--- config.mk ---
export PLATFORM = sky130hd
export DESIGN_NAME = ppa_period_pulse_accumulator
export DESIGN_NICKNAME = d
export VERILOG_FILES = /design/src/logic/ppa_period_pulse_accumulator.v
export VERILOG_INCLUDE_DIRS = /design/src /design/src/logic
export SDC_FILE = /design/constraint.sdc
export NUM_CORES = 1
export LEC_CHECK = 0
export ABC_AREA = 1
export BUFFER_PORTS_ARGS = -buffer_cell sky130_fd_sc_hd__clkbuf_2
export CORE_UTILIZATION = 40
export CTS_CLUSTER_SIZE = 10
export DETAILED_ROUTE_END_ITERATION = 12
export PLACE_DENSITY = 0.59
export SKIP_LAST_GASP = 1
export SYNTH_ARGS = -nofsm -noshare
export SYNTH_HDL_FRONTEND = slang
export SYNTH_SLANG_ARGS = --single-unit
--- constraint.sdc ---
create_clock -name clk -period 4.32 [get_ports clk]
set_input_delay 0.648 -clock clk [delete_from_list [all_inputs] [get_ports clk]]
set_output_delay 0.648 -clock clk [all_outputs]
set_load 0.02 [all_outputs]
--- src/logic/ppa_defines.vh ---
// constants for the period and pulse accumulator channel
`ifndef PPA_DEFINES_VH
`define PPA_DEFINES_VH
`define PPA_ACC_W          24
`define PPA_CNT_W          19
`define PPA_SMP_W          23
`define PPA_STAT_W         8
`define PPA_OVF_FLAG       8'h80
`define PPA_MODE_LOW       2'h0
`define PPA_MODE_HIGH      2'h1
`define PPA_MODE_FALL      2'h2
`define PPA_MODE_RISE      2'h3
`define PPA_PRIO_OFF       2'h0
`define PPA_WCT_PERIOD     8'h50
`define PPA_WCT_PULSE      8'h64
`define PPA_WCT_OVF_EXTRA  8'h08
`endif

--- src/logic/ppa_period_pulse_accumulator.v ---
// period and pulse accumulator measurement channel
// How it works
// - immediate outputs give running sum and periods counted, no flag needed
// - running sum also refreshed every sample interval in period modes, and in pulse modes only while a pulse is measured
// - count shows completed periods only, partial period never counted
// - running sum and count may disagree; sum granularity follows sample rate
// - pulse modes track previous pin level; a pulse ending inside its service window runs on to the next end edge
// - pulse modes see both edges, but the 100 clock start-edge service blocks end edges, so short pulses run on
// - period modes react to the active edge only
// - each edge service busy 80 clocks period, 100 clocks pulse
// - overflow adds 8 clocks to the service time
// - one of two timebases chosen by a selector
// - four modes: low total, high total, falling period, rising period
// - limit 0 to 0x7ffff; zero and one both mean one period
// - sample interval 0 to 0x7fffff; longer than span gives no update
// - disable takes effect only after the current service ends
// - channel disabled out of reset
// - at completion buffer result, raise requests, restart
// - completion flags set in the same cycle as result; cleared by software or dma read
// - overflow status 0x80 past 24 bits, copied at completion then cleared
`include "ppa_defines.vh"
module ppa_period_pulse_accumulator
(
  input  wire        clk,
  input  wire        reset_n,
  input  wire        signalIn,
  input  wire        timebaseOneTick,
  input  wire        timebaseTwoTick,
  input  wire [1:0]  channelPriority,
  input  wire        timebaseSel,
  input  wire [1:0]  measureMode,
  input  wire [18:0] maxCount,
  input  wire [22:0] sampleTime,
  input  wire        intEnable,
  input  wire        dmaEnable,
  input  wire        intClear,
  input  wire        dmaResultRead,
  output reg  [23:0] resultValue,
  output reg  [7:0]  resultStatus,
  output reg  [23:0] immediateValue,
  output reg  [7:0]  immediateStatus,
  output reg  [18:0] immediateCount,
  output reg         intFlag,
  output reg         dmaFlag,
  output wire        intRequest,
  output wire        dmaRequest,
  output wire        serviceBusy,
  output reg         channelEnabled
);
  localparam ST_IDLE    = 2'h0;
  localparam ST_ARM     = 2'h1;
  localparam ST_MEASURE = 2'h2;

  reg        pinSync1_q;
  reg        pinSync2_q;
  reg        pinPrev_q;
  reg        tb1Sync1_q;
  reg        tb1Sync2_q;
  reg        tb1Prev_q;
  reg        tb2Sync1_q;
  reg        tb2Sync2_q;
  reg        tb2Prev_q;
  reg [1:0]  state_q;
  reg [23:0] accum_q;
  reg [23:0] partial_q;
  reg [22:0] sampleCnt_q;
  reg [7:0]  running_overflow_status_q;
  reg [7:0]  busyCnt_q;
  reg        busyOvf_q;
  reg        inPulse_q;

  // adds with saturation, overflow reported separately
  function [24:0] sat_add;
    input [23:0] a;
    input [23:0] b;
    reg   [24:0] s;
    begin
      s = {1'b0, a} + {1'b0, b};
      if (s[24])
        sat_add = {1'b1, 24'hffffff};
      else
        sat_add = s;
    end
  endfunction

  // one-clock pulse on a low-to-high step
  function rise_of;
    input cur;
    input prev;
    begin
      rise_of = cur & ~prev;
    end
  endfunction

  // base service window; overflow stretch is added by the busy counter
  function [7:0] wct_of;
    input pulse;
    begin
      if (pulse)
        wct_of = `PPA_WCT_PULSE;
      else
        wct_of = `PPA_WCT_PERIOD;
    end
  endfunction

  // both pin and timebase ticks come from outside this clock
  always @(posedge clk)
  begin
    if (!reset_n)
    begin
      pinSync1_q <= 1'b0;
      pinSync2_q <= 1'b0;
      pinPrev_q  <= 1'b0;
      tb1Sync1_q <= 1'b0;
      tb1Sync2_q <= 1'b0;
      tb1Prev_q  <= 1'b0;
      tb2Sync1_q <= 1'b0;
      tb2Sync2_q <= 1'b0;
      tb2Prev_q  <= 1'b0;
    end
    else
    begin
      pinSync1_q <= signalIn;
      pinSync2_q <= pinSync1_q;
      pinPrev_q  <= pinSync2_q;
      tb1Sync1_q <= timebaseOneTick;
      tb1Sync2_q <= tb1Sync1_q;
      tb1Prev_q  <= tb1Sync2_q;
      tb2Sync1_q <= timebaseTwoTick;
      tb2Sync2_q <= tb2Sync1_q;
      tb2Prev_q  <= tb2Sync2_q;
    end
  end

  wire tbTick = timebaseSel ? rise_of(tb2Sync2_q, tb2Prev_q)
                            : rise_of(tb1Sync2_q, tb1Prev_q);
  wire riseEdge = rise_of(pinSync2_q, pinPrev_q);
  wire fallEdge = rise_of(pinPrev_q, pinSync2_q);
  wire pulseMode = (measureMode == `PPA_MODE_LOW) || (measureMode == `PPA_MODE_HIGH);
  // asserted level for pulse modes; low mode measures while the pin is low
  wire activeLvl = (measureMode == `PPA_MODE_HIGH);
  wire startEdge = activeLvl ? riseEdge : fallEdge;
  wire endEdge   = activeLvl ? fallEdge : riseEdge;
  wire periodEdge = (measureMode == `PPA_MODE_RISE) ? riseEdge : fallEdge;
  wire enReq = (channelPriority != `PPA_PRIO_OFF);
  wire [18:0] limit = (maxCount == 19'h00000) ? 19'h00001 : maxCount;

  assign serviceBusy = (busyCnt_q != 8'h00);
  assign intRequest  = intFlag & intEnable;
  assign dmaRequest  = dmaFlag & dmaEnable;

  // events that need a service: pulse ends, active edges, pulse starts
  wire pulseEnd  = pulseMode & inPulse_q & endEdge;
  wire pulseBeg  = pulseMode & startEdge;
  wire perEvent  = ~pulseMode & periodEdge;
  wire sampleHit = (sampleTime != 23'h000000) && (sampleCnt_q >= sampleTime) && tbTick;
  wire [24:0] partialInc = sat_add(partial_q, 24'h000001);

  reg [24:0] sumNow;
  reg [24:0] sumSample;
  reg        done;
  reg [18:0] nextCount;
  always @*
  begin
    sumNow    = sat_add(accum_q, partial_q);
    sumSample = sat_add(immediateValue, partial_q);
    nextCount = immediateCount + 19'h00001;
    done      = (nextCount >= limit);
  end

  always @(posedge clk)
  begin
    if (!reset_n)
    begin
      state_q         <= ST_IDLE;
      channelEnabled  <= 1'b0;
      accum_q         <= 24'h000000;
      partial_q       <= 24'h000000;
      sampleCnt_q     <= 23'h000000;
      running_overflow_status_q       <= 8'h00;
      busyCnt_q       <= 8'h00;
      busyOvf_q       <= 1'b0;
      inPulse_q       <= 1'b0;
      resultValue     <= 24'h000000;
      resultStatus    <= 8'h00;
      immediateValue  <= 24'h000000;
      immediateStatus <= 8'h00;
      immediateCount  <= 19'h00000;
      intFlag         <= 1'b0;
      dmaFlag         <= 1'b0;
    end
    else
    begin
      // a service in progress finishes before disable lands
      if (!serviceBusy)
        channelEnabled <= enReq;
      // overflow extends the window with no idle gap in between
      if ((busyCnt_q == 8'h01) && busyOvf_q)
      begin
        busyCnt_q <= `PPA_WCT_OVF_EXTRA;
        busyOvf_q <= 1'b0;
      end
      else if (busyCnt_q != 8'h00)
        busyCnt_q <= busyCnt_q - 8'h01;
      // set wins over clear
      if (intClear)
        intFlag <= 1'b0;
      if (dmaResultRead)
        dmaFlag <= 1'b0;
      if (tbTick)
      begin
        partial_q   <= partialInc[23:0];
        sampleCnt_q <= sampleCnt_q + 23'h000001;
      end
      case (state_q)
        ST_IDLE:
        begin
          inPulse_q <= 1'b0;
          if (channelEnabled)
          begin
            accum_q        <= 24'h000000;
            immediateValue <= 24'h000000;
            immediateCount <= 19'h00000;
            running_overflow_status_q      <= 8'h00;
            state_q        <= ST_ARM;
          end
        end
        ST_ARM:
        begin
          if (!channelEnabled)
            state_q <= ST_IDLE;
          else if (!serviceBusy && (pulseBeg || perEvent))
          begin
            partial_q   <= 24'h000000;
            sampleCnt_q <= 23'h000000;
            inPulse_q   <= pulseMode;
            busyCnt_q   <= wct_of(pulseMode);
            state_q     <= ST_MEASURE;
          end
        end
        default:
        begin
          if (!channelEnabled)
            state_q <= ST_IDLE;
          else if (!serviceBusy && (pulseEnd || perEvent))
          begin
            busyCnt_q   <= wct_of(pulseMode);
            partial_q   <= 24'h000000;
            sampleCnt_q <= 23'h000000;
            inPulse_q   <= 1'b0;
            if (sumNow[24])
              busyOvf_q <= 1'b1;
            if (done)
            begin
              resultValue     <= sumNow[23:0];
              resultStatus    <= sumNow[24] ? `PPA_OVF_FLAG : running_overflow_status_q;
              running_overflow_status_q       <= 8'h00;
              immediateStatus <= 8'h00;
              accum_q         <= 24'h000000;
              immediateValue  <= 24'h000000;
              immediateCount  <= 19'h00000;
              intFlag         <= 1'b1;
              dmaFlag         <= 1'b1;
            end
            else
            begin
              accum_q        <= sumNow[23:0];
              immediateValue <= sumNow[23:0];
              immediateCount <= nextCount;
              if (sumNow[24])
              begin
                running_overflow_status_q       <= `PPA_OVF_FLAG;
                immediateStatus <= `PPA_OVF_FLAG;
              end
            end
            // period modes start the next period on this same edge
            if (pulseMode)
              state_q <= ST_ARM;
          end
          else if (pulseMode && !inPulse_q)
            state_q <= ST_ARM;
          else if (sampleHit)
          begin
            // count stays at completed periods; sum races ahead
            immediateValue <= sumSample[23:0];
            // the tick that triggers the update opens the next slice
            partial_q      <= 24'h000001;
            accum_q        <= sumSample[23:0];
            sampleCnt_q    <= 23'h000001;
            if (sumSample[24])
            begin
              running_overflow_status_q       <= `PPA_OVF_FLAG;
              immediateStatus <= `PPA_OVF_FLAG;
            end
          end
        end
      endcase
    end
  end
endmodule

Word-level counts from Yosys, hierarchy flattened
Index checks and enable logic that the tools add are counted.

Output and inout bits: 89. Bits in registers: 162. Input port bits: 56. Word-level logic and storage cells: 175.

Add/subtract/negate cells: 5. Muxes and demuxes: 82. Equal/unequal tests: 13. Reductions and logical operators: 32. Order comparisons: 2. Bitwise operators: 17.

Operators by type and width (number): 24-bit two-way mux (14); 23-bit two-way mux (7); 8-bit two-way mux (16); 24-bit case mux with 2 select lines (2); 19-bit two-way mux (5); 23-bit case mux with 2 select lines (1); 19-bit case mux with 2 select lines (1); 8-bit case mux with 2 select lines (2); 24-bit by 1-bit adder with 25-bit output, second input constant (1); 24-bit by 24-bit adder with 25-bit output (1); 25-bit two-way mux (1); 23-bit by 1-bit adder with 23-bit output, second input constant (1); 23-bit >= comparator (1); 1-bit two-way mux (23); 23-bit nonzero test (1); 19-bit by 1-bit adder with 19-bit output, second input constant (1); 19-bit >= comparator (1); 19-bit logical NOT (1); 4-bit AND reduction (4); 2-bit two-way mux (7); 1-bit bitwise AND (10); 2-bit nonzero test (5); 3-bit nonzero test (3); 8-bit by 1-bit == test with 1-bit output, second input constant (1); 21 further kinds (41).

Longest topological paths before layout
Gate-level depths: netlist (run 1).

Depth in word-level cells: 9. Depth in mapped cells: 20. Mapped depth without buffers: 20.

Worst setup path after synthesis (run 1)
Ideal clock, no wire load.

Kind: flip-flop to flip-flop. Start point: register immediateCount[0]. End point: register accum_q[12]. Clock period less this slack: 3.436 ns. Stages on the path, launching flop included: 19. Data arrival time: 3.364 ns. Slack: 0.884 ns. Buffers on the path: 1. Required time: 4.249 ns. Library setup time: 0.071 ns. Path through: dfxtp_1 > ha_1 > nand2_1 > nor2_1 > nand3_1 > nor4_1 > nand2_1 > xor2_1 > ha_1 > nand2_1 > inv_1 > nand2_1 > nand2_1 > a21oi_1 > nand4_4 > a21oi_4 > buf_4 > nand4_1 > a21oi_1.

Cells in the longest elaborated chain, start to end: 6.

Ends and longest elaborated chain: start: declaration (line ppa_period_pulse_accumulator.v:42) `output reg [18:0] immediateCount,`; start signal: assignment (line ppa_period_pulse_accumulator.v:269) `immediateCount <= nextCount;`; 19-bit by 1-bit adder with 19-bit output (line ppa_period_pulse_accumulator.v:167) `nextCount = immediateCount + 19'h00001;`; 19-bit >= comparator (line ppa_period_pulse_accumulator.v:168) `done = (nextCount >= limit);`; 24-bit two-way mux (line ppa_period_pulse_accumulator.v:253) `if (done)`; 24-bit two-way mux (line ppa_period_pulse_accumulator.v:245) `else if (!serviceBusy && (pulseEnd || perEvent))`; 24-bit two-way mux (line ppa_period_pulse_accumulator.v:243) `if (!channelEnabled)`; 24-bit case mux with 2 select lines (line ppa_period_pulse_accumulator.v:215) `case (state_q)`; end signal: assignment (line ppa_period_pulse_accumulator.v:267) `accum_q <= sumNow[23:0];`; end signal: assignment (line ppa_period_pulse_accumulator.v:288) `accum_q <= sumSample[23:0];`; end: declaration (line ppa_period_pulse_accumulator.v:64) `reg [23:0] accum_q;`.

Every way passes these cells. The select of a mux whose other input is x is not followed. A chain may end at the register's enable or synchronous reset.

Final worst setup path (run 1)
Start point: register immediateCount[0]. End point: register accum_q[10].

The elaborated chain is that of the path after synthesis.

==> run metrics, run 1 <==
result of the run finished, final reports clean; max-cap viol count 0; GPL Wtd Cong 0.921; clock-pin slew on the worst setup and hold paths roughly 0.070 ns; num rows 58; leakage power figure 0.00587 uW; internal power component 2660 uW; setup TNS 0 ns; overall routing resource usage 0.224; maximum clock rate about 260 MHz; DP Cell Count 2007; delay of the slowest critical-path stage 0.46 ns; average vias per placed instance 4.95; number of standard cells in the layout, taps in and fillers out 2039; type of the worst setup path reg2reg; count of synthesis-stage warnings from yosys 0; critical path data arrival time 4.14 ns; initial standard-cell utilization of the core 0.409; category of the worst setup path launch point register; critical path required time 4.69 ns; synthesized area a little over 10000 sq um; placeable core area 25300 sq um; clock latency reported for the late side of the worst-skew pair about 0.45 ns; cell with the most instances on the worst path sky130_fd_sc_hd__nand2_1; critical path's top delay family simple AND/OR/NAND/NOR gates; Routed WL per cell between 10 and 15 um; power per cell area around 330 nW/um^2; cts bufs inserted 17; Die Area 26500 sq um; iteration count of the initial detailed-routing pass 5; count of buffers inserted at the top-level ports 137; Setup violations, final 0; clock period minus worst slack 3.78 ns; most frequent cells in the layout sky130_fd_sc_hd__nand2_1 (422), sky130_fd_sc_hd__inv_1 (218), sky130_fd_sc_hd__nor2_1 (172), sky130_fd_sc_hd__dfxtp_1 (155), sky130_fd_sc_hd__clkbuf_2 (137); First DRT Iteration DRCs 612; distinct cell type count of the synthesized netlist 50; power spent charging and discharging nets 1260 uW; Die Ht 163 um; Root Buffer Master sky130_fd_sc_hd__clkbuf_16; most frequent standard cell in the layout excluding fill and tap cells sky130_fd_sc_hd__nand2_1; CTS sink cnt around 160; Post-DRT Antenna Nets 0; setup repair after global routing missed its margin false; switch share 0.321; total overflow reported by the global router 0; Hold Fails Final Rpt 0; number of enable-type register cells in the synthesized netlist 0; path type of the worst min-delay path in2reg; area added between synthesis and finish 15.2%; placed wire-length estimate 22.7 mm; antenna cells 0; Pins Over Slew Limit 0; Main synth FF type sky130_fd_sc_hd__dfxtp_1; TritonCTS clock tree built; via count around 10000; sequential element share of the synthesized area 0.300; Longest Clk Path Bufs 2; actual transition at the worst max-transition pin 0.653 ns; clk_skew about 0.012 ns; portion of total power attributed to combinational logic 0.194; Slowest-stage cell, CP sky130_fd_sc_hd__dfxtp_1; CTS Hold Buffers Added 0; total number of nets in the final design 1825; width of the chip 163 um; fraction of layout cells with a size suffix above 1 0.137; Post-Syn Area per Cell 6.59 sq um; CP cell instances ha_1 -> nand2_1 -> nor2_1 -> nand3_1 -> nor4_2 -> nand2_1 -> xor2_1 -> ha_1 -> nand2_1 -> inv_1 -> nand2_1 -> nand2_1 -> a21oi_1 -> nand4_4 -> a21oi_4 -> buf_4 -> nand4_1 -> a21oi_1; total wire length roughly 29 mm; CTS H-tree depth 4; CP endpoint kind register; max-slew headroom at the worst pin 0.564; sequential group share of total power 0.395; first-pass GRT wire length about 47 mm; crit share post-route 0.875; number of instances in the synthesized netlist 1567; register bit count reported by yosys 155; part of the total power dissipated in the clock network 0.411; Remaining DRCs 0; largest net degree at the start of global routing 53; number of antenna violations at the first check in global routing 0; largest voltage drop on the vdd net 0.208 mV; CP Buf/Inv Count 2; top-level I/O count 145; share of synthesized registers carrying an async set or reset 0; via count of the first global-routing pass 9384; critical-path maximum fanout 13
[registers in the layout, indices dropped and copies added (netlist names), 2 cells and up]
name / flops
sampleCnt_q: 23
busyCnt_q: 8
immediateCount: 19
resultStatus: 8
accum_q: 24
partial_q: 24
state_q: 2
resultValue: 24
running_overflow_status_q: 8
[logic make-up (layout without fill, tap and decap cells)]
logic type / Yosys count / in the layout / share of synthesized area
buf+inv: 267 / 403 / 0.105
flops: 155 / 155 / 0.300
compound gates: 177 / 177 / 0.0996
xor+xnor: 56 / 56 / 0.0475
fa+ha+maj: 73 / 73 / 0.0891
simple gates: 838 / 838 / 0.358
other cells: 1 / 7 / 0.000363
[Yosys cell counts, types with 3 or more instances]
| cell | n | area, sq um |
|---|---|---|
| sky130_fd_sc_hd__nand2_1 | 422 | 1580 |
| sky130_fd_sc_hd__inv_1 | 219 | 822 |
| sky130_fd_sc_hd__nor2_1 | 172 | 646 |
| sky130_fd_sc_hd__dfxtp_1 | 155 | 3100 |
| sky130_fd_sc_hd__nand3_1 | 110 | 551 |
| sky130_fd_sc_hd__a21oi_1 | 89 | 445 |
| sky130_fd_sc_hd__ha_1 | 72 | 901 |
| sky130_fd_sc_hd__nand4_1 | 51 | 319 |
| sky130_fd_sc_hd__xor2_1 | 40 | 350 |
| sky130_fd_sc_hd__o21ai_0 | 39 | 195 |
| sky130_fd_sc_hd__nor3_1 | 23 | 115 |
| sky130_fd_sc_hd__nand2_2 | 16 | 100 |
| sky130_fd_sc_hd__xnor2_1 | 16 | 140 |
| sky130_fd_sc_hd__buf_4 | 13 | 97.6 |
| sky130_fd_sc_hd__buf_2 | 12 | 60.1 |
| sky130_fd_sc_hd__a21oi_2 | 11 | 96.3 |
| sky130_fd_sc_hd__clkbuf_1 | 11 | 41.3 |
| sky130_fd_sc_hd__nand3b_1 | 9 | 67.6 |
| sky130_fd_sc_hd__nor4_1 | 9 | 56.3 |
| sky130_fd_sc_hd__a22oi_1 | 7 | 52.6 |
| sky130_fd_sc_hd__o21a_1 | 7 | 52.6 |
| sky130_fd_sc_hd__o21bai_1 | 6 | 45.0 |
| sky130_fd_sc_hd__or2_2 | 6 | 37.5 |
| sky130_fd_sc_hd__a31oi_1 | 4 | 25.0 |
| sky130_fd_sc_hd__buf_1 | 4 | 15.0 |
| sky130_fd_sc_hd__inv_2 | 4 | 15.0 |
| sky130_fd_sc_hd__a211oi_1 | 3 | 22.5 |
| sky130_fd_sc_hd__nand2_4 | 3 | 33.8 |
| sky130_fd_sc_hd__nor2_4 | 3 | 33.8 |
| sky130_fd_sc_hd__nor2_8 | 3 | 60.1 |
| sky130_fd_sc_hd__o21ai_1 | 3 | 15.0 |
[routing by layer]
layer | vias to the layer above | routed length [um] | track usage
li1 | 5281 | - | -
met2 | 266 | 12700 | 0.350
met5 | - | 0 | 0
met3 | 34 | 1480 | 0.0326
met1 | 4517 | 14500 | 0.319
met4 | 0 | 440 | 0.0629
[cell type report]
type | instances | area, sq um
inverter | 226 | 853
multi-input combinational | 1151 | 6180
tap | 330 | 413
clock inverter | 14 | 183
timing repair buffer | 145 | 746
sequential | 155 | 3100
fill | 2682 | 13400
clock buffer | 18 | 429
[power by group through the flow]
stage	registers [uW]	clock network, uW	logic (uW)
after floorplan	1580	0	555
after global placement	1580	0	749
after detailed placement	1580	0	753
after CTS	1550	1630	761
after global routing	1550	1690	858
final	1550	1610	758
[through the flow]
step	total power [uW]	setup WS (ns)	instance area (sq um)	util	hold WS, ns
floorplan	2140	0.884	10400	-	0.390
global placement	2330	0.581	11300	0.447	0.395
finish	3920	0.542	11900	0.471	0.383
detailed placement	2330	0.405	11300	0.447	0.398
CTS	3930	0.373	11900	0.471	0.380
global route	4100	0.141	11900	0.471	0.382
[repair_timing]
| item | in CTS | in global routing |
|---|---|---|
| setup endpoints to repair | 0 | 2 |
| hold endpoints to repair | 0 | 0 |
| gates resized for setup | 0 | 1 |
| setup buffers | 0 | 0 |
[worst register-to-register path, stage by stage (launching register included)]
cell and delay (ns):
sky130_fd_sc_hd__dfxtp_1 0.46, sky130_fd_sc_hd__ha_1 0.27, sky130_fd_sc_hd__nand2_1 0.07, sky130_fd_sc_hd__nor2_1 0.16, sky130_fd_sc_hd__nand3_1 0.17, sky130_fd_sc_hd__nor4_2 0.33, sky130_fd_sc_hd__nand2_1 0.12, sky130_fd_sc_hd__xor2_1 0.23
sky130_fd_sc_hd__ha_1 0.30, sky130_fd_sc_hd__nand2_1 0.09, sky130_fd_sc_hd__inv_1 0.04, sky130_fd_sc_hd__nand2_1 0.05, sky130_fd_sc_hd__nand2_1 0.05, sky130_fd_sc_hd__a21oi_1 0.21, sky130_fd_sc_hd__nand4_4 0.28, sky130_fd_sc_hd__a21oi_4 0.34
sky130_fd_sc_hd__buf_4 0.26, sky130_fd_sc_hd__nand4_1 0.11, sky130_fd_sc_hd__a21oi_1 0.16
[worst paths after layout]
check	startpoint	to	slack [ns]	depth (start not counted)
max	immediateCount[0]	accum_q[10]	0.54	18
min	timebaseOneTick	tb1Sync1_q	0.38	3
max reg2reg	immediateCount[0]	accum_q[10]	0.54	18
min reg2reg	tb2Sync1_q	tb2Sync2_q	0.41	2
(Power assumes the default switching activity.)
==> run 2: changes to the inputs <==
--- a/config.mk
+++ b/config.mk
@@ -12,6 +12,7 @@
 export CTS_CLUSTER_SIZE = 10
 export DETAILED_ROUTE_END_ITERATION = 12
 export PLACE_DENSITY = 0.59
+export RECOVER_POWER = 25
 export SKIP_LAST_GASP = 1
 export SYNTH_ARGS = -nofsm -noshare
 export SYNTH_HDL_FRONTEND = slang
==> run metrics, run 2 (synthesis gave the netlist of run 1 again) <==
type of the worst setup path reg2reg (unchanged); post-route total power 3910 uW (was 3920 uW); via count of the first global-routing pass 9384 (unchanged); total wire length 29.1 mm (was 29.2 mm); category of the worst setup path launch point register (unchanged); clk_skew 0.0123 ns (was 0.0121 ns); overall routing resource usage 0.224 (unchanged); width of the chip 163 um (unchanged); critical path required time 4.68 ns (was 4.69 ns); critical-path maximum fanout 13 (unchanged); setup TNS 0 ns (unchanged); iteration count of the initial detailed-routing pass 5 (unchanged); TritonCTS clock tree built (unchanged); max-cap viol count 1 (was 0); setup repair after global routing missed its margin false (unchanged); max-slew headroom at the worst pin -0.562 (was 0.564); critical path data arrival time 4.15 ns (was 4.14 ns); crit share post-route 0.876 (was 0.875); initial standard-cell utilization of the core 0.409 (unchanged); actual transition at the worst max-transition pin 2.34 ns (was 0.653 ns); placeable core area 25300 sq um (unchanged); clock latency reported for the late side of the worst-skew pair 0.45 ns (about the same); Post-CTS Setup Repair Bufs 0 (unchanged); first-pass GRT wire length 46.9 mm (unchanged); cts bufs inserted 17 (unchanged); DP Cell Count 2007 (unchanged); total overflow reported by the global router 0 (unchanged); count of buffers inserted at the top-level ports 137 (unchanged); dpl cell area 11300 sq um (unchanged); Setup violations, final 0 (unchanged); via count 10096 (was 10098); power per cell area 331 nW/um^2 (was 329 nW/um^2); Pins Over Slew Limit 53 (was 0); area added between synthesis and finish 14.5% (was 15.2%); First DRT Iteration DRCs 613 (was 612); number of cells upsized or downsized after cts 0 (unchanged); Hold Fails Final Rpt 0 (unchanged); CTS sink cnt 155 (unchanged); Routed WL per cell 14.3 um (about the same); largest voltage drop on the vdd net 0.207 mV (was 0.208 mV); Remaining DRCs 0 (unchanged); path type of the worst min-delay path in2reg (unchanged); top-level I/O count 145 (unchanged); fraction of layout cells with a size suffix above 1 0.106 (was 0.137); antenna cells 0 (unchanged); number of antenna violations at the first check in global routing 0 (unchanged); result of the run finished, violations left (was finished, final reports clean); GPL Wtd Cong 0.921 (unchanged); clock period minus worst slack 3.78 ns (about the same); largest net degree at the start of global routing 53 (unchanged); Die Ht 163 um (unchanged); most frequent standard cell in the layout excluding fill and tap cells sky130_fd_sc_hd__nand2_1 (unchanged); CP endpoint kind register (unchanged); placed wire-length estimate 22.7 mm (unchanged); clock-pin slew on the worst setup and hold paths 0.07 ns (about the same); CTS Hold Buffers Added 0 (unchanged); Root Buffer Master sky130_fd_sc_hd__clkbuf_16 (unchanged); leakage power figure 0.00569 uW (was 0.00587 uW); average vias per placed instance 4.95 (about the same); Die Area 26500 sq um (unchanged); total number of nets in the final design 1825 (unchanged); num rows 58 (unchanged); Post-Layout Inst Area 11800 sq um (was 11900 sq um); failing checks max-capacitance violations, max-slew violations; CTS H-tree depth 4 (unchanged); Post-DRT Antenna Nets 0 (unchanged); Longest Clk Path Bufs 2 (unchanged); most frequent cells in the layout sky130_fd_sc_hd__nand2_1 (422), sky130_fd_sc_hd__inv_1 (218), sky130_fd_sc_hd__nor2_1 (172), sky130_fd_sc_hd__dfxtp_1 (155), sky130_fd_sc_hd__nand3_1 (110) (was sky130_fd_sc_hd__nand2_1 (422), sky130_fd_sc_hd__inv_1 (218), sky130_fd_sc_hd__nor2_1 (172), sky130_fd_sc_hd__dfxtp_1 (155), sky130_fd_sc_hd__clkbuf_2 (137)); Largest regs accum_q x24, partial_q x24, resultValue x24 (unchanged); number of standard cells in the layout, taps in and fillers out 2039 (unchanged); maximum clock rate 264 MHz (was 265 MHz)
-- run 2: layout make-up --
| cell class | instances | area (sq um) |
|---|---|---|
| flip-flops and latches | 155 | 3100 |
| well taps | 330 | 413 |
| multi-input cells | 1151 | 6180 |
| inverters | 226 | 853 |
| clock inverters | 14 | 183 |
| fillers | 2709 | 13400 |
| clock buffers | 18 | 429 |
| repair buffers | 145 | 678 |
-- run 2: where the power goes --
| part | switching (uW) | internal, uW |
|---|---|---|
| clock network | 685 | 924 |
| logic | 515 | 242 |
| registers | 57.2 | 1490 |
| total | 1260 | 2660 |
-- run 2: per-layer routing --
| layer | vias to the layer above | track usage | share of wire |
|---|---|---|---|
| li1 | 5288 | - | - |
| met1 | 4512 | 0.319 | 0.50 |
| met2 | 261 | 0.350 | 0.43 |
| met3 | 35 | 0.0326 | 0.047 |
| met4 | 0 | 0.0629 | 0.015 |
| met5 | - | 0 | 0 |
-- run 2: worst max-delay path, stage by stage, from the launching register on --
cell and delay (ns):
sky130_fd_sc_hd__dfxtp_1 0.47, sky130_fd_sc_hd__ha_1 0.27, sky130_fd_sc_hd__nand2_1 0.07, sky130_fd_sc_hd__nor2_1 0.15
sky130_fd_sc_hd__nand3_1 0.17, sky130_fd_sc_hd__nor4_2 0.34, sky130_fd_sc_hd__nand2_1 0.12, sky130_fd_sc_hd__xor2_1 0.23
sky130_fd_sc_hd__ha_1 0.29, sky130_fd_sc_hd__nand2_1 0.09, sky130_fd_sc_hd__inv_1 0.04, sky130_fd_sc_hd__nand2_1 0.05
sky130_fd_sc_hd__nand2_1 0.05, sky130_fd_sc_hd__a21oi_1 0.21, sky130_fd_sc_hd__nand4_4 0.28, sky130_fd_sc_hd__a21oi_4 0.33
sky130_fd_sc_hd__buf_4 0.26, sky130_fd_sc_hd__nand4_1 0.11, sky130_fd_sc_hd__a21oi_1 0.17
-- run 2: per-stage QoR --
step | utilization | worst slack (ns) | hold WS (ns)
final | 0.469 | 0.538 | 0.385
after CTS | 0.471 | 0.373 | 0.380
after global routing | 0.469 | 0.141 | 0.382
after detailed placement | 0.447 | 0.405 | 0.398
after floorplan | - | 0.884 | 0.390
after global placement | 0.447 | 0.581 | 0.395
-- run 2: worst paths after layout --
| check | from | end | slack (ns) | cells after the start |
|---|---|---|---|---|
| setup reg to reg | immediateCount[0] | accum_q[10] | 0.54 | 18 |
| setup / recovery | immediateCount[0] | accum_q[10] | 0.54 | 18 |
| hold reg to reg | tb2Sync1_q | tb2Sync2_q | 0.41 | 2 |
| hold / removal | timebaseOneTick | tb1Sync1_q | 0.38 | 3 |
==> run 3: changes to the inputs <==
--- a/config.mk
+++ b/config.mk
@@ -9,6 +9,7 @@
 export ABC_AREA = 1
 export BUFFER_PORTS_ARGS = -buffer_cell sky130_fd_sc_hd__clkbuf_2
 export CORE_UTILIZATION = 40
+export CTS_BUF_LIST = sky130_fd_sc_hd__clkbuf_8
 export CTS_CLUSTER_SIZE = 10
 export DETAILED_ROUTE_END_ITERATION = 12
 export PLACE_DENSITY = 0.59
==> run metrics, run 3 (synthesis gave the netlist of run 1 again) <==
largest net degree at the start of global routing 53 (unchanged); number of antenna violations at the first check in global routing 0 (unchanged); antenna cells 0 (unchanged); met2 Resource Use GR 0.343 (was 0.350); met3 Usage GRT 0.0288 (was 0.0326); TritonCTS clock tree built (unchanged); first-pass GRT wire length 46.6 mm (was 46.9 mm); path type of the worst min-delay path in2reg (unchanged); area added between synthesis and finish 12.6% (was 14.5%); initial standard-cell utilization of the core 0.409 (unchanged); max-cap viol count 1 (unchanged); Post-DRT Antenna Nets 0 (unchanged); post-route core utilization 0.461 (was 0.469); total overflow reported by the global router 0 (unchanged); clock latency reported for the late side of the worst-skew pair 0.48 ns (was 0.45 ns); actual transition at the worst max-transition pin 2.34 ns (about the same); max-slew headroom at the worst pin -0.560 (was -0.562); most crowded layer after global routing met2 (unchanged); largest voltage drop on the vdd net 0.177 mV (was 0.207 mV); result of the run finished, violations left (unchanged); dpl cell area 11300 sq um (unchanged); hold path start timebaseOneTick (unchanged); num rows 58 (unchanged); average vias per placed instance 4.94 (was 4.95); critical path's top delay family simple AND/OR/NAND/NOR gates (unchanged); total wire length 28.9 mm (was 29.1 mm); CTS H-tree depth 4 (unchanged); CP Buf/Inv Count 2 (unchanged); setup TNS 0 ns (unchanged); Slowest-stage cell, CP sky130_fd_sc_hd__dfxtp_1 (unchanged); GR met1 Demand/Resource 0.319 (about the same); Longest Clk Path Bufs 2 (unchanged); worst hold stages 3 (unchanged); placeable core area 25300 sq um (unchanged); power per cell area 300 nW/um^2 (was 331 nW/um^2); type of the worst setup path reg2reg (unchanged); First DRT Iteration DRCs 669 (was 613); Die Ht 163 um (unchanged); critical path data arrival time 4.20 ns (was 4.15 ns); top-level I/O count 145 (unchanged); cell with the most instances on the worst path sky130_fd_sc_hd__nand2_1 (unchanged); worst r2r dst accum_q[10] (unchanged); failing checks max-capacitance violations, max-slew violations (unchanged); via count of the first global-routing pass 9314 (was 9384); Pins Over Slew Limit 53 (unchanged); Setup violations, final 0 (unchanged); cells on worst reg2reg path 18 (unchanged); maximum clock rate 263 MHz (was 264 MHz); critical-path maximum fanout 13 (unchanged); post-route total power 3490 uW (was 3910 uW); crit share post-route 0.881 (was 0.876); Hold Fails Final Rpt 0 (unchanged); Root Buffer Master sky130_fd_sc_hd__clkbuf_8 (was sky130_fd_sc_hd__clkbuf_16); Endpoint, Worst Hold tb1Sync1_q (unchanged); critical path required time 4.72 ns (was 4.68 ns); category of the worst setup path launch point register (unchanged); CP cell instances ha_1 -> nand2_1 -> nor2_1 -> nand3_1 -> nor4_2 -> nand2_1 -> xor2_1 -> ha_1 -> nand2_1 -> inv_1 -> nand2_1 -> nand2_1 -> a21oi_1 -> nand4_4 -> a21oi_4 -> buf_4 -> nand4_1 -> a21oi_1 (unchanged); Post-Layout Inst Area 11600 sq um (was 11800 sq um); Routed WL per cell 14.2 um (was 14.3 um); width of the chip 163 um (unchanged); CTS sink cnt 155 (unchanged); count of buffers inserted at the top-level ports 137 (unchanged); clock period minus worst slack 3.81 ns (was 3.78 ns); Die Area 26500 sq um (unchanged); iteration count of the initial detailed-routing pass 5 (unchanged); cts bufs inserted 17 (unchanged); GPL Wtd Cong 0.921 (unchanged); clk_skew 0.0173 ns (was 0.0123 ns); startpoint of the lowest-slack register-to-register path immediateCount[0] (unchanged); fraction of layout cells with a size suffix above 1 0.107 (was 0.106); leakage power figure 0.00560 uW (was 0.00569 uW); FF-to-FF setup slack 0.51 ns (was 0.54 ns); Largest regs accum_q x24, partial_q x24, resultValue x24 (unchanged); via count 10065 (was 10096); placed wire-length estimate 22.7 mm (unchanged); most frequent standard cell in the layout excluding fill and tap cells sky130_fd_sc_hd__nand2_1 (unchanged); setup repair after global routing missed its margin false (unchanged); clock-pin slew on the worst setup and hold paths 0.09 ns (was 0.07 ns); most frequent cells in the layout sky130_fd_sc_hd__nand2_1 (422), sky130_fd_sc_hd__inv_1 (219), sky130_fd_sc_hd__nor2_1 (173), sky130_fd_sc_hd__dfxtp_1 (155), sky130_fd_sc_hd__nand3_1 (110) (was sky130_fd_sc_hd__nand2_1 (422), sky130_fd_sc_hd__inv_1 (218), sky130_fd_sc_hd__nor2_1 (172), sky130_fd_sc_hd__dfxtp_1 (155), sky130_fd_sc_hd__nand3_1 (110)); Remaining DRCs 0 (unchanged); delay of the slowest critical-path stage 0.47 ns (about the same); overall routing resource usage 0.222 (was 0.224); total number of nets in the final design 1825 (unchanged); Post-CTS Setup Repair Bufs 0 (unchanged); CP endpoint kind register (unchanged)
[run 3: cell types whose count changed in the layout (fill, tap and decap cells not counted), sizes merged]
cell	change
clkbuf	-1
inv	+1
[run 3: what timing repair did]
action                                 in CTS  in global routing
endpoints found under the hold margin       0                  0
hold buffers                                0                  0
setup endpoints to repair                   0                  2
gates resized for setup                     0                  1
[run 3: tightest hold or removal path: cells and delay by family]
kind / cells / cell delay (ns)
buffers and inverters: 2 / 0.11
AND/OR/NAND/NOR: 1 / 0.04
[run 3: metrics by stage]
stage	hold slack (ns)	setup slack, ns	cells
6_report	0.354	0.514	2039
3_3_place_gp	0.395	0.581	2007
3_5_place_dp	0.398	0.405	2007
5_1_grt	0.336	0.132	2039
2_1_floorplan	0.390	0.884	1573
4_1_cts	0.337	0.365	2039
[run 3: metal layers]
metal	vias to the layer above	wire (um)	part of all wire
li1	5288	-	-
met1	4498	14600	0.51
met2	248	12400	0.43
met3	31	1310	0.045
met4	0	541	0.019
met5	-	0	0
[run 3: where the power goes]
| part | switching (uW) | internal (uW) | total [uW] |
|---|---|---|---|
| clock | 624 | 584 | 1210 |
| sequential | 57.2 | 1490 | 1550 |
| combinational | 500 | 234 | 734 |
| total | 1180 | 2310 | 3490 |
[run 3: cell type report]
cell class	instances	area, sq um
repair buffers	145	681
clock inverters	15	186
fillers	2742	13600
clock buffers	17	234
multi-input cells	1151	6160
flip-flops and latches	155	3100
inverters	226	853
well taps	330	413
[run 3: worst max-delay path by stage]
stage / endpoint / from / cells after the start / slack, ns
final: accum_q[10] / immediateCount[0] / 18 / 0.51
after floorplan: accum_q[12] / immediateCount[0] / 18 / 0.88
after CTS: accum_q[10] / immediateCount[0] / 18 / 0.37
after global routing: accum_q[10] / immediateCount[0] / 18 / 0.13
after global placement: accum_q[15] / immediateCount[0] / 18 / 0.58
after detailed placement: accum_q[10] / immediateCount[0] / 18 / 0.40
